File: config.mk
export PLATFORM = sky130hd
export DESIGN_NAME = pxic_ctrl
export DESIGN_NICKNAME = d
export VERILOG_FILES = /design/src/pxic_pkg.sv /design/src/pxic_ctrl.sv /design/src/pxic_status_bank.sv
export SDC_FILE = /design/constraint.sdc
export NUM_CORES = 1
export LEC_CHECK = 0
export ABC_AREA = 1
export BUFFER_PORTS_ARGS = -buffer_cell sky130_fd_sc_hd__buf_4
export CAP_MARGIN = 25
export CELL_PAD_IN_SITES_DETAIL_PLACEMENT = 0
export CELL_PAD_IN_SITES_GLOBAL_PLACEMENT = 1
export CORE_MARGIN = 5
export CORE_UTILIZATION = 46
export CTS_CLUSTER_SIZE = 10
export DETAILED_ROUTE_END_ITERATION = 8
export HOLD_SLACK_MARGIN = 0.15
export PLACE_DENSITY_LB_ADDON = 0.1
export SLEW_MARGIN = 0
export SYNTH_ARGS = -nofsm -noshare
export SYNTH_HDL_FRONTEND = slang
export SYNTH_SLANG_ARGS = --single-unit
export TNS_END_PERCENT = 100
File: constraint.sdc
create_clock -name clk_sys_i -period 5.5 [get_ports clk_sys_i]
set_clock_uncertainty 0.1 [all_clocks]
set_input_delay 1.1 -clock clk_sys_i [delete_from_list [all_inputs] [get_ports clk_sys_i]]
set_output_delay 1.1 -clock clk_sys_i [all_outputs]
set_load 0.005 [all_outputs]
File: src/pxic_pkg.sv
// ****************************************************************
// interrupt controller constants
// ****************************************************************
package pxic_pkg;

    // byte register map, auto-incrementing pointer
    localparam logic [7:0] INT_CONTROL_HIGH   = 8'h10;
    localparam logic [7:0] INT_CONTROL_LOW    = 8'h11;
    localparam logic [7:0] SOURCE_ENABLE_HIGH = 8'h12;
    localparam logic [7:0] SOURCE_ENABLE_LOW  = 8'h13;
    localparam logic [7:0] SOURCE_STATUS_HIGH = 8'h14;
    localparam logic [7:0] SOURCE_STATUS_LOW  = 8'h15;
    localparam logic [7:0] PIN_ENABLE_HIGH    = 8'h16;
    localparam logic [7:0] PIN_ENABLE_MID     = 8'h17;
    localparam logic [7:0] PIN_ENABLE_LOW     = 8'h18;
    localparam logic [7:0] PIN_STATUS_HIGH    = 8'h19;
    localparam logic [7:0] PIN_STATUS_MID     = 8'h1a;
    localparam logic [7:0] PIN_STATUS_LOW     = 8'h1b;

    // control field positions
    localparam int GLOBAL_GATE_BIT     = 0;
    localparam int OUTPUT_TYPE_BIT     = 1;
    localparam int OUTPUT_POLARITY_BIT = 2;
    localparam int CTRL_W              = 3;

    // source bit positions
    localparam int SRC_WAKEUP   = 0;
    localparam int SRC_KEYPAD   = 1;
    localparam int SRC_KEY_OVF  = 2;
    localparam int SRC_ROTATOR  = 3;
    localparam int SRC_ROT_OVF  = 4;
    localparam int SRC_PWM0     = 5;
    localparam int SRC_PWM1     = 6;
    localparam int SRC_PWM2     = 7;
    localparam int SRC_GPIO     = 8;

    // reset values
    localparam logic [CTRL_W-1:0] CTRL_RESET   = 3'h0;
    localparam logic [7:0]        RDATA_RESET  = 8'h00;
    localparam logic [7:0]        PTR_RESET    = 8'h00;

    // edge-mode pulse width
    localparam int CLK_PERIOD_NS   = 40;
    localparam int EDGE_PULSE_NS   = 1000;
    localparam int EDGE_PULSE_CYC  = (EDGE_PULSE_NS + CLK_PERIOD_NS - 1) / CLK_PERIOD_NS;
    localparam int EDGE_CNT_W      = $clog2(EDGE_PULSE_CYC + 1);

endpackage

File: src/pxic_ctrl.sv
// Overview of operation
// software picks whether the interrupt pin asserts high or low.
// in level mode the interrupt output stays asserted until software clears the status bit.
// host selects which events interrupt; status bits name the source.
// control 0x10-11, enable 0x12-13, status 0x14-15; pointer auto-increments.
// 24-bit pin enable at 0x16..0x18, high byte first.
// 24-bit pin status at 0x19..0x1b, high byte first.
// only control bits 2:0 writable; bits 15:3 read as zero.
// global gate bit 0 high lets enabled interrupts out, low blocks all.
// writing the global gate leaves the source enable mask alone.
// control bit 1 selects level (0) or edge (1) output.
// control bit 2 selects active low/falling (0) or high/rising (1).
// source bits 8:0 are wakeup, keypad, overflow, rotator, overflow, pwm0-2, gpio.
// status sets regardless of enable; only enabled sources drive output.
// writing 1 clears a status bit, writing 0 leaves it.
// pin enable bit n belongs to general-purpose pin n.
// edge mode gives one pulse per new enabled status bit; the logic restarts a running pulse, and bits new in one cycle share one.
// everything resets to zero; output deasserted, level, active low.
`timescale 1ns/1ps
module pxic_ctrl
    import pxic_pkg::*;
#(
    parameter int SRC_W = 9,
    parameter int PIN_W = 24
) (
    input  wire logic             clk_sys_i,
    input  wire logic             nrst_i,
    input  wire logic             reg_start_i,
    input  wire logic [7:0]       reg_addr_i,
    input  wire logic             reg_wr_i,
    input  wire logic [7:0]       reg_wdata_i,
    input  wire logic             reg_rd_i,
    output logic      [7:0]       reg_rdata_o,
    output logic                  reg_rvalid_o,
    input  wire logic [SRC_W-1:0] src_event_i,
    input  wire logic [PIN_W-1:0] pin_event_i,
    output logic                  int_o
);
    import pxic_pkg::*;

    generate
        if (SRC_W < SRC_GPIO + 1 || SRC_W > 16 || PIN_W < 1 || PIN_W > 24) begin : g_bad_param
            $error("pxic_ctrl: SRC_W must be 9..16 and PIN_W 1..24");
        end
    endgenerate

    // ****************************************************************
    // register state
    // ****************************************************************
    logic [CTRL_W-1:0]     ctrl_r;
    logic [CTRL_W-1:0]     ctrl_nxt;
    logic [SRC_W-1:0]      src_en_r;
    logic [SRC_W-1:0]      src_en_nxt;
    logic [PIN_W-1:0]      pin_en_r;
    logic [PIN_W-1:0]      pin_en_nxt;
    logic [7:0]            ptr_r;
    logic [7:0]            ptr_nxt;
    logic [7:0]            rdata_r;
    logic [7:0]            rdata_nxt;
    logic                  rvalid_r;
    logic                  rvalid_nxt;
    logic [EDGE_CNT_W-1:0] edge_cnt_r;
    logic [EDGE_CNT_W-1:0] edge_cnt_nxt;
    logic                  int_out_r;
    logic                  int_out_nxt;

    logic [15:0]           src_en16;
    logic [15:0]           src_st16;
    logic [15:0]           src_clr16;
    logic [23:0]           pin_en24;
    logic [23:0]           pin_st24;
    logic [23:0]           pin_clr24;
    logic [SRC_W-1:0]      src_stat;
    logic [SRC_W-1:0]      src_set;
    logic [PIN_W-1:0]      pin_stat;
    logic                  src_new;
    logic                  wr_en;
    logic                  rd_en;
    logic                  gate_w;
    logic                  type_w;
    logic                  pol_w;
    logic                  pending_w;
    logic                  active_nxt;
    logic [7:0]            pin_st_hi;

    assign gate_w = ctrl_r[GLOBAL_GATE_BIT];
    assign type_w = ctrl_r[OUTPUT_TYPE_BIT];
    assign pol_w  = ctrl_r[OUTPUT_POLARITY_BIT];
    // a start wins over an access in the same cycle
    assign wr_en  = reg_wr_i & ~reg_start_i;
    assign rd_en  = reg_rd_i & ~reg_start_i;

    // zero-extended byte views of the registers
    assign src_en16 = 16'(src_en_r);
    assign src_st16 = 16'(src_stat);
    assign pin_en24 = 24'(pin_en_r);
    assign pin_st24 = 24'(pin_stat);
    assign pin_st_hi = pin_st24[23:16];

    // ****************************************************************
    // status banks
    // ****************************************************************
    // write-one-to-clear masks per byte
    always_comb begin
        src_clr16 = 16'h0000;
        pin_clr24 = 24'h000000;
        if (wr_en) begin
            case (ptr_r)
                SOURCE_STATUS_HIGH: src_clr16[15:8] = reg_wdata_i;
                SOURCE_STATUS_LOW:  src_clr16[7:0]  = reg_wdata_i;
                PIN_STATUS_HIGH:    pin_clr24[23:16] = reg_wdata_i;
                PIN_STATUS_MID:     pin_clr24[15:8]  = reg_wdata_i;
                PIN_STATUS_LOW:     pin_clr24[7:0]   = reg_wdata_i;
                default: ;
            endcase
        end
    end

    // gpio source fires on any enabled pin event
    always_comb begin
        src_set           = src_event_i;
        src_set[SRC_GPIO] = src_event_i[SRC_GPIO] | (|(pin_event_i & pin_en_r));
    end

    // status sets whatever the enables say
    pxic_status_bank #(
        .W (SRC_W)
    ) u_src_bank (
        .clk_sys_i (clk_sys_i),
        .nrst_i    (nrst_i),
        .set_i     (src_set),
        .clr_i     (src_clr16[SRC_W-1:0]),
        .en_i      (src_en_r),
        .status_o  (src_stat),
        .new_o     (src_new)
    );

    // pin status is only read back; the gpio source takes the raw enabled pin events, so its new flag is unused
    pxic_status_bank #(
        .W (PIN_W)
    ) u_pin_bank (
        .clk_sys_i (clk_sys_i),
        .nrst_i    (nrst_i),
        .set_i     (pin_event_i),
        .clr_i     (pin_clr24[PIN_W-1:0]),
        .en_i      (pin_en_r),
        .status_o  (pin_stat),
        .new_o     ()
    );

    // ****************************************************************
    // register access
    // ****************************************************************
    // byte writes and reads at the pointer, which steps after each access
    always_comb begin
        ctrl_nxt   = ctrl_r;
        src_en_nxt = src_en_r;
        pin_en_nxt = pin_en_r;
        ptr_nxt    = ptr_r;
        rdata_nxt  = rdata_r;
        rvalid_nxt = rd_en;
        if (reg_start_i) begin
            ptr_nxt = reg_addr_i;
        end else if (wr_en || rd_en) begin
            ptr_nxt = ptr_r + 8'h01;
        end
        if (wr_en) begin
            case (ptr_r)
                INT_CONTROL_LOW:    ctrl_nxt   = reg_wdata_i[CTRL_W-1:0];
                SOURCE_ENABLE_HIGH: src_en_nxt = SRC_W'({reg_wdata_i, src_en16[7:0]});
                SOURCE_ENABLE_LOW:  src_en_nxt = SRC_W'({src_en16[15:8], reg_wdata_i});
                PIN_ENABLE_HIGH:    pin_en_nxt = PIN_W'({reg_wdata_i, pin_en24[15:0]});
                PIN_ENABLE_MID:     pin_en_nxt = PIN_W'({pin_en24[23:16], reg_wdata_i, pin_en24[7:0]});
                PIN_ENABLE_LOW:     pin_en_nxt = PIN_W'({pin_en24[23:8], reg_wdata_i});
                default: ;
            endcase
        end
        if (rd_en) begin
            case (ptr_r)
                INT_CONTROL_HIGH:   rdata_nxt = 8'h00;
                INT_CONTROL_LOW:    rdata_nxt = {5'h00, ctrl_r};
                SOURCE_ENABLE_HIGH: rdata_nxt = src_en16[15:8];
                SOURCE_ENABLE_LOW:  rdata_nxt = src_en16[7:0];
                SOURCE_STATUS_HIGH: rdata_nxt = src_st16[15:8];
                SOURCE_STATUS_LOW:  rdata_nxt = src_st16[7:0];
                PIN_ENABLE_HIGH:    rdata_nxt = pin_en24[23:16];
                PIN_ENABLE_MID:     rdata_nxt = pin_en24[15:8];
                PIN_ENABLE_LOW:     rdata_nxt = pin_en24[7:0];
                PIN_STATUS_HIGH:    rdata_nxt = pin_st24[23:16];
                PIN_STATUS_MID:     rdata_nxt = pin_st24[15:8];
                PIN_STATUS_LOW:     rdata_nxt = pin_st24[7:0];
                default:            rdata_nxt = 8'h00;
            endcase
        end
    end

    always_ff @(posedge clk_sys_i or negedge nrst_i) begin
        if (!nrst_i) begin
            ctrl_r   <= CTRL_RESET;
            src_en_r <= '0;
            pin_en_r <= '0;
            ptr_r    <= PTR_RESET;
            rdata_r  <= RDATA_RESET;
            rvalid_r <= 1'b0;
        end else begin
            ctrl_r   <= ctrl_nxt;
            src_en_r <= src_en_nxt;
            pin_en_r <= pin_en_nxt;
            ptr_r    <= ptr_nxt;
            rdata_r  <= rdata_nxt;
            rvalid_r <= rvalid_nxt;
        end
    end

    assign reg_rdata_o  = rdata_r;
    assign reg_rvalid_o = rvalid_r;

    // ****************************************************************
    // interrupt output
    // ****************************************************************
    // edge mode restarts a fixed pulse on each new enabled status bit;
    // a new bit while one is still running reloads the count and stretches it;
    // closing the gate cuts a running pulse so nothing leaks out
    always_comb begin
        pending_w = gate_w & (|(src_stat & src_en_r));
        if (!gate_w) begin
            edge_cnt_nxt = '0;
        end else if (type_w && src_new) begin
            edge_cnt_nxt = EDGE_CNT_W'(EDGE_PULSE_CYC);
        end else if (edge_cnt_r != '0) begin
            edge_cnt_nxt = edge_cnt_r - EDGE_CNT_W'(1);
        end else begin
            edge_cnt_nxt = '0;
        end
        active_nxt  = type_w ? (edge_cnt_nxt != '0) : pending_w;
        int_out_nxt = active_nxt ~^ pol_w;
    end

    // reset value is high: deasserted for active-low polarity
    always_ff @(posedge clk_sys_i or negedge nrst_i) begin
        if (!nrst_i) begin
            edge_cnt_r <= '0;
            int_out_r  <= 1'b1;
        end else begin
            edge_cnt_r <= edge_cnt_nxt;
            int_out_r  <= int_out_nxt;
        end
    end

    assign int_o = int_out_r;
endmodule

File: src/pxic_status_bank.sv
`timescale 1ns/1ps
// ****************************************************************
// sticky write-one-to-clear status bits
// ****************************************************************
module pxic_status_bank #(
    parameter int W = 9
) (
    input  wire logic         clk_sys_i,
    input  wire logic         nrst_i,
    input  wire logic [W-1:0] set_i,
    input  wire logic [W-1:0] clr_i,
    input  wire logic [W-1:0] en_i,
    output logic      [W-1:0] status_o,
    output logic              new_o
);

    generate
        if (W < 1) begin : g_bad_width
            $error("pxic_status_bank: W must be at least 1");
        end
    endgenerate

    logic [W-1:0] status_r;
    logic [W-1:0] status_nxt;

    // set wins over a clear in the same cycle so no event is lost
    always_comb begin
        status_nxt = (status_r & ~clr_i) | set_i;
    end

    always_ff @(posedge clk_sys_i or negedge nrst_i) begin
        if (!nrst_i) begin
            status_r <= '0;
        end else begin
            status_r <= status_nxt;
        end
    end

    assign status_o = status_r;
    // an enabled bit going from clear to set
    assign new_o    = |(set_i & en_i & (~status_r | clr_i));

endmodule

# Yosys cells after proc, flatten, opt, wreduce, memory -nomap -nowiden
# Cells that the tools add are included.
dict set report totals {
  output_inout_bits 10
  word_cells 79
  ff_bits 92
  inputBits 54
}
dict set report classes {
  n_addsub 2
  eq_ne 11
  n_mux 16
  n_reduce_logical 14
  bitwise_logic 23
}
# op count
set op_table {}
lappend op_table {{$eq 8x5->1 const B} 11}
lappend op_table {{$pmux 8 s11} 1}
lappend op_table {{$pmux 24 s3} 1}
lappend op_table {{$and 24x24->24} 2}
lappend op_table {{$mux 8} 6}
lappend op_table {{$and 9x9->9} 4}
lappend op_table {{$mux 24} 1}
lappend op_table {{$not 24->24} 1}
lappend op_table {{$or 24x24->24} 1}
lappend op_table {{$reduce_or 24->1} 1}
lappend op_table {{$not 9->9} 2}
lappend op_table {{$or 9x9->9} 2}
lappend op_table {{$pmux 9 s2} 1}
lappend op_table {{$reduce_or 9->1} 2}
lappend op_table {{$mux 5} 3}
lappend op_table {{$reduce_and 4->1} 3}
lappend op_table {{$reduce_bool 5->1} 2}
lappend op_table {{$mux 9} 1}
lappend op_table {{$add 8x1->8 const B} 1}
lappend op_table {{$not 1->1} 6}
lappend op_table {{$reduce_and 3->1} 2}
lappend op_table {{$sub 5x1->5 const B} 1}
lappend op_table {{$and 1x1->1} 3}
lappend op_table {{$mux 1} 2}
lappend op_table {{other kinds (6)} 6}

# Longest topological paths before layout
# Gate-level depths: netlist of run 1.
dict set report logic_depth {
  word_depth 12
  depth_mapped 17
  ltp_nobuf 17
}

# Cells and area by module
# From an unflattened synthesis of run 1, not the netlist that was laid out.
dict set report hier_totals {
  hier_cells 817
  area_unflattened_um2 5426.5
}
# mod instances cells_per_inst seq_area_each_um2 area_each_um2
set modules_own_cells {}
lappend modules_own_cells {pxic_ctrl 1 542 1477.7 3658.5}
lappend modules_own_cells {{pxic_status_bank (u_pin_bank)} 1 202 600.6 1286.2}
lappend modules_own_cells {{pxic_status_bank (u_src_bank)} 1 73 225.2 481.7}

# Least setup slack after synthesis of run 1
# Ideal clock, no wire load.
dict set report synth_timing {
  path_type {input to register}
  startpoint {input port reg_start_i}
  endpoint {register int_out_r (netlist: int_o)}
  arrival_time_ns 2.213
  path_buffers 0
  stages 14
  slack_ns 3.111
  t_required_ns 5.324
  setup_ns 0.076
  path_cell_list {inv_2 -> nand2_2 -> nor2_1 -> nand4_1 -> a21boi_1 -> nand2_1 -> nand3_2 -> nand3_2 -> nand2_1 -> nor2_1 -> nand3_1 -> nand2_1 -> nand2_1 -> nand2_1}
}
dict set report synth_via {
  elab_chain_cells 12
}
# item line
set synth_rtl {}
lappend synth_rtl {{start: declaration} pxic_ctrl.sv:28} ;# input wire logic reg_start_i,
lappend synth_rtl {{$not 1->1} pxic_ctrl.sv:90} ;# assign wr_en = reg_wr_i & ~reg_start_i;
lappend synth_rtl {{$and 1x1->1} pxic_ctrl.sv:90}
lappend synth_rtl {{$mux 9} pxic_ctrl.sv:107} ;# if (wr_en) begin
lappend synth_rtl {{$or 9x9->9} pxic_status_bank.sv:41} ;# assign new_o = |(set_i & en_i & (~status_r | clr_i));
lappend synth_rtl {{$and 9x9->9} pxic_status_bank.sv:41}
lappend synth_rtl {{$reduce_or 9->1} pxic_status_bank.sv:41}
lappend synth_rtl {{$logic_and 1x1->1} pxic_ctrl.sv:228} ;# end else if (type_w && src_new) begin
lappend synth_rtl {{$mux 5} pxic_ctrl.sv:228}
lappend synth_rtl {{$mux 5} pxic_ctrl.sv:226} ;# if (!gate_w) begin
lappend synth_rtl {{via edge_cnt_nxt[3]} pxic_ctrl.sv:63} ;# logic [EDGE_CNT_W-1:0] edge_cnt_nxt;
lappend synth_rtl {{$reduce_bool 5->1} pxic_ctrl.sv:235} ;# active_nxt = type_w ? (edge_cnt_nxt != '0) : pending_w;
lappend synth_rtl {{$mux 1} pxic_ctrl.sv:235}
lappend synth_rtl {{$xnor 1x1->1} pxic_ctrl.sv:236} ;# int_out_nxt = active_nxt ~^ pol_w;
lappend synth_rtl {{via int_out_nxt} pxic_ctrl.sv:65} ;# logic int_out_nxt;
lappend synth_rtl {{end signal: assignment} pxic_ctrl.sv:246} ;# int_out_r <= int_out_nxt;
lappend synth_rtl {{end: declaration} pxic_ctrl.sv:64} ;# logic int_out_r;
# The timed path passes the listed nets, and every way through them passes these cells.
# A chain may end at the register's enable or synchronous reset.

# Worst setup path after layout of run 1
dict set report layout_timing {
  startpoint {register ptr_r[5]}
  endpoint {register rdata_r[2] (netlist: reg_rdata_o[2])}
}
dict set report layout_via {
  elab_chain_cells 2
  elab_cells_between_ends 12
  classes_between {eq/ne: 11; mux: 1}
}
# item line
set layout_rtl {}
lappend layout_rtl {{start: declaration} pxic_ctrl.sv:56} ;# logic [7:0] ptr_r;
lappend layout_rtl {{start signal: assignment} pxic_ctrl.sv:209} ;# ptr_r <= ptr_nxt;
lappend layout_rtl {{$eq 8x5->1} pxic_ctrl.sv:179} ;# case (ptr_r)
lappend layout_rtl {{$pmux 8 s11 *} pxic_ctrl.sv:179}
lappend layout_rtl {{end signal: assignment} pxic_ctrl.sv:210} ;# rdata_r <= rdata_nxt;
lappend layout_rtl {{end: declaration} pxic_ctrl.sv:58} ;# logic [7:0] rdata_r;
# Mark *: on every way between the ends. The rest lies on a longest branch, timed or not.

==> results of run 1 <==
## worst max-delay path, cell delays in order, from the launching register on
cell	delay, ps
dfrtp_1	380
inv_2	70
nand2_1	120
nor2_4	400
nand4_1	760
o21ai_0	410
nor2_1	140
o2111ai_1	120
mux2_2	200
## worst max-delay path by stage
stage                      from             end  slack (ps)
floorplan           reg_start_i           int_o        3110
global placement    reg_start_i           int_o        2580
detailed placement  reg_start_i           int_o        2490
CTS                    ptr_r[5]  reg_rdata_o[2]        2770
global route           ptr_r[5]  reg_rdata_o[2]        2520
finish                 ptr_r[5]  reg_rdata_o[2]        2740
## metal layers
metal / global-route usage, % / up-vias / share of wire (%)
met5: 0 / - / 0
met1: 33.0 / 2014 / 47
met4: 7.87 / 0 / 2.4
met3: 3.26 / 21 / 5.3
li1: - / 2091 / -
met2: 34.7 / 120 / 45
## state kept, by name, indices dropped and copies added (netlist names)
name and cells:
u_src_bank.status_o 9, int_o 1, ptr_r 8, u_pin_bank.status_o 24, src_en_r 9, pin_en24 24
ctrl_r 3, edge_cnt_r 5, reg_rvalid_o 1, reg_rdata_o 8
## kinds of logic after synthesis
| kind of cell | synth area share [%] |
|---|---|
| AND/OR/NAND/NOR | 23.6 |
| flip-flops | 48.3 |
| multiplexers | 1.42 |
| adder cells (fa/ha/maj) | 1.31 |
| AO/OA/AOI/OAI | 16.0 |
| buffers and inverters | 8.81 |
| XOR/XNOR | 0.551 |
## synthesized netlist by cell type, drive strengths merged
library cell	number	area (um^2)
a21oi	10	50.1
a22o	2	17.5
o21bai	18	135
clkinv	1	3.75
o21ai	62	310
clkbuf	6	22.5
a21boi	1	7.51
or2	1	6.26
dfstp	1	26.3
nand3	25	135
nand2	169	657
o211ai	3	22.5
buf	4	26.3
nor4	1	6.26
nand4	6	37.5
nor3	2	10.0
o2111ai	2	17.5
nor2	64	273
mux2	6	67.6
a41oi	1	8.76
a31oi	3	18.8
xor2	3	26.3
a211oi	1	7.51
a221oi	14	123
inv	98	368
dfrtp	91	2280
o22ai	6	37.5
a32oi	1	8.76
ha	5	62.6
## per-stage QoR
step / utilization, % / instance area, um^2 / power [W]
floorplan: - / 4770 / 0.000827
global placement: 52.5 / 5370 / 0.000911
detailed placement: 52.6 / 5380 / 0.000915
CTS: 54.3 / 5560 / 0.00134
global route: 54.3 / 5560 / 0.00139
finish: 54.3 / 5560 / 0.00133
## area by class of cell
class	count	area, um^2
fill	1013	4670
multi-input combinational	406	2050
timing repair buffer	65	492
clock inverter	6	40.0
tap	136	170
sequential	92	2300
clock buffer	10	138
inverter	99	372
## where the power goes
part / internal [W] / switching, W / leakage [nW]
logic: 0.0000686 / 0.000106 / 1.78
registers: 0.000701 / 0.0000243 / 1.09
clock network: 0.000176 / 0.000250 / 0.0920
==> flow_summary.yaml, run 1 <==
status:
  status: "finished clean"
worst_hold_path:
  min_from: "u_src_bank.status_o[0]"
  worstHoldEndpoint: "u_src_bank.status_o[0]"
  min_path_cells: 2
  hp-class: "flip-flop to flip-flop"
timing:
  clock.fmax_mhz: 362
  tightestPinTransition_ps: 844
  grt_setup_unrepaired: "false"
  timing.final.max_slew_violations: 0
  worst_hold_slack_ps: 406
  setup_ws_ps: 2740
  finalCriticalPeriod_ps: 2760
  finalSetupViolCount: 0
  timing.final.crit_share_pct: 50.2
  maxSlewHeadroom_pct: 43.6
  finalSetupTns_ps: 0
  hold_viol: 0
clocking:
  htreeDepth: 3
  tritoncts: "built"
  cts-root-buf: "clkbuf_8"
  ctsResizeCount: 0
  clk_latency_ps: 360
  cts_hold_buf: 0
  cts_buffer_depth: 2
  cts_buffers: 9
  cts_sinks: 92
  cts.clk_slew.worst_paths_ps: 90
  post_cts_buffers: 0
die:
  ios: 64
  core-area_mm2: 0.0102
  initial_utilization_pct: 46.6
  die_y_um: 112
  dieArea_mm2: 0.0125
  placementRows: 37
  die_w_um: 112
drt:
  via_count: 4246
  wl_per_cell_um: 16.7
  drt_iter0_drc: 320
  routed_wl_um: 13600
  drtPass1Iterations: 5
  via_per_inst: 5.22
  drt_drc_violations_left: 0
  drtAntennaViolNets: 0
final_layout:
  diodes: 0
  fin_nets: 732
  syn_to_final_growth_pct: 16.6
  layout_common_cells: "nand2_1 (164), dfrtp_1 (91), inv_1 (85), buf_4 (64), nor2_1 (57)"
  final_common_cell: "nand2_1"
  final_cell_count_no_fill: 814
  drive_above_1_share_pct: 17.1
yosys:
  ys_seq_area_share_pct: 48.3
  synth_seq_cells: 92
  ys_types: 37
  syn_avg_cell_area_um2: 7.86
  synth_area_mm2: 0.00477
  netlist_instances: 607
  syn_nets: 666
  yosysWarnings: 0
worst_setup_path:
  timing.rr.end: "reg_rdata_o[2]"
  r2r_slack_ps: 2740
  critPathArrivalTime_ps: 2960
  crit_fanout: 16
  critPathCaptureType: "flip-flop"
  worst_setup_path_start_kind: "flip-flop"
  cp.required_ps: 5700
  path_class: "flip-flop to flip-flop"
  rr_worst_depth: 8
  r2r_start: "ptr_r[5]"
place:
  post-place-ws_ps: 2490
  place_hpwl_um: 10300
  dpl.cell_count: 798
  gp_congestion: 0.931
  port_buffers: 63
power_and_ir_drop:
  leakagePower_nw: 2.96
  irDropWorstVdd_uv: 151
  powerDensity_mw_per_mm2: 239
global_route:
  grt_overflow: 0
  grt_pass1_vias: 4199
  grt_max_degree: 49
  grt_usage_pct: 22.7
  antenna_found_initial: 0
  grt_pass1_wl_um: 22400
run:
  max-cap-violations: 0
Power figures use the tool's default switching activity.
==> inputs of run 2 (changes only) <==
CORE_UTILIZATION = 43   (was 46)
clock period = 2.8 ns   (was 5.5 ns; I/O delays follow)
==> run 2 against run 1 <==
Compared with the run above:
- via count about the same
- total power rose by 110%
- sequential cell count unchanged
- register-to-register slack lost 2200 ps
- die area up 6.3%
- sequential share of layout area decreased by 0.96 points
- setup slack got worse by 2200 ps
- non-clock buffer count rose by 10
- routed wire length rose by 0.35%
- utilization shrank 1.8 points
- sequential power increased by 97%
- combinational power rose by 100%
- critical endpoint is now reg_rdata_o[5]
==> flow_summary.yaml, run 2 (synthesized netlist as in run 1, its figures left out) <==
clocking:
  cts_buffer_depth: 2
  cts_buffers: 9
  cts_hold_buf: 1
  htreeDepth: 3
  cts.clk_slew.worst_paths_ps: 90
  post_cts_buffers: 0
  cts-root-buf: "clkbuf_8"
  tritoncts: "built"
  cts_sinks: 92
  ctsResizeCount: 0
  clk_latency_ps: 360
worst_setup_path:
  cp.required_ps: 2950
  crit_path_top_delay_cell: "dfrtp_1"
  critPathCaptureType: "flip-flop"
  r2r_start: "ptr_r[0]"
  r2r_slack_ps: 500
  crit_top_cell: "nand2_1"
  cp_num_cells: 10
  max_stage_delay_ps: 410
  path_class: "flip-flop to flip-flop"
  crit_path_end: "reg_rdata_o[5]"
  crit_buf_inv: 2
  crit_fanout: 13
  cp_top_family: "compound AO/OA/AOI/OAI gates"
  rr_worst_depth: 10
  critPathArrivalTime_ps: 2450
  worst_setup_path_start_kind: "flip-flop"
  timing.rr.end: "reg_rdata_o[5]"
  cp-startpoint: "ptr_r[0]"
  path_cells: "inv_1 -> ha_1 -> nand2_2 -> nor2_2 -> inv_2 -> o22ai_1 -> a221oi_1 -> nand2_1 -> o21ai_1 -> nand2_1"
die:
  initial_utilization_pct: 44.0
  placementRows: 38
  core-area_mm2: 0.0108
  die_w_um: 115
  die_y_um: 115
  ios: 64
  dieArea_mm2: 0.0133
timing:
  grt_setup_unrepaired: "false"
  maxSlewHeadroom_pct: 59.5
  timing.final.crit_share_pct: 82.1
  finalCriticalPeriod_ps: 2300
  tightestPinTransition_ps: 606
  timing.final.max_slew_violations: 0
  finalSetupTns_ps: 0
  finalSetupViolCount: 0
  hold_viol: 0
  clock.fmax_mhz: 435
global_route:
  antenna_found_initial: 0
  grt_max_degree: 51
  grt_pass1_wl_um: 22100
  grt_usage_pct: 21.6
  grt_overflow: 0
  grt_pass1_vias: 4171
place:
  dpl.cell_count: 811
  place_hpwl_um: 10500
  port_buffers: 63
  place_area_mm2: 0.00546
  gp_congestion: 0.910
drt:
  wl_per_cell_um: 16.5
  drt_drc_violations_left: 0
  via_per_inst: 5.12
  drt_iter0_drc: 335
  via_count: 4243
  routed_wl_um: 13700
  drtPass1Iterations: 9
  drtAntennaViolNets: 0
final_layout:
  fin_nets: 742
  syn_to_final_growth_pct: 19.3
  fin_area_mm2: 0.00569
  drive_above_1_share_pct: 17.9
  final_common_cell: "nand2_1"
  post-route-util_pct: 52.5
  layout_common_cells: "nand2_1 (164), dfrtp_1 (91), inv_1 (85), buf_4 (73), nor2_1 (57)"
  final_cell_count_no_fill: 828
  diodes: 0
power_and_ir_drop:
  irDropWorstVdd_uv: 307
  leakagePower_nw: 3.02
  powerDensity_mw_per_mm2: 490
status:
  status: "finished clean"
worst_hold_path:
  hp-class: "input port to flip-flop"
run:
  max-cap-violations: 0
run 2: cell types whose count changed in the layout (fill, tap and decap cells not counted), moves of 2 or more:
| cell | before | now |
|---|---|---|
| clkinv_4 | 2 | 0 |
| buf_4 | 64 | 73 |
| clkinv_2 | 3 | 1 |
| clkbuf_1 | 0 | 2 |
| bufinv_16 | 0 | 2 |
run 2: power breakdown:
group / internal [W] / switching (W)
Clock: 0.000528 / 0.000481
Combinational: 0.000140 / 0.000214
Sequential: 0.00138 / 0.0000483
run 2: final cells by class:
class / instances / area, um^2
clock buffer: 12 / 145
multi-input combinational: 406 / 2050
tap: 140 / 175
timing repair buffer: 75 / 578
inverter: 99 / 372
clock inverter: 4 / 72.6
sequential: 92 / 2300
fill: 1091 / 5150
run 2: stage by stage:
stage / total power, W / hold slack, ps / setup slack [ps]
2_1_floorplan: 0.00162 / 164 / 949
3_3_place_gp: 0.00180 / 376 / 370
3_5_place_dp: 0.00180 / 382 / 324
4_1_cts: 0.00281 / 278 / 499
5_1_grt: 0.00291 / 281 / 312
6_report: 0.00279 / 286 / 501
run 2: how the worst min path moves through the flow:
stage / from / end / slack (ps) / depth (start not counted)
finish: src_event_i[5] / u_src_bank.status_o[5] / 290 / 3
global route: pin_event_i[15] / u_pin_bank.status_o[15] / 280 / 3
CTS: src_event_i[2] / u_src_bank.status_o[2] / 280 / 3
detailed placement: u_src_bank.status_o[0] / u_src_bank.status_o[0] / 380 / 2
global placement: u_src_bank.status_o[2] / u_src_bank.status_o[2] / 380 / 2
floorplan: nrst_i / ctrl_r[0] / 160 / 0
run 2: worst min-delay path, stage by stage:
cell,delay (ps)
buf_4,80
inv_1,30
nand2_1,50
run 2: metal layers:
metal,up-vias,share of wire [%],global-route usage [%]
met5,-,0,0
met4,0,2.3,7.59
met3,22,5.7,3.00
met2,128,45,33.6
met1,1980,47,30.8
li1,2113,-,-
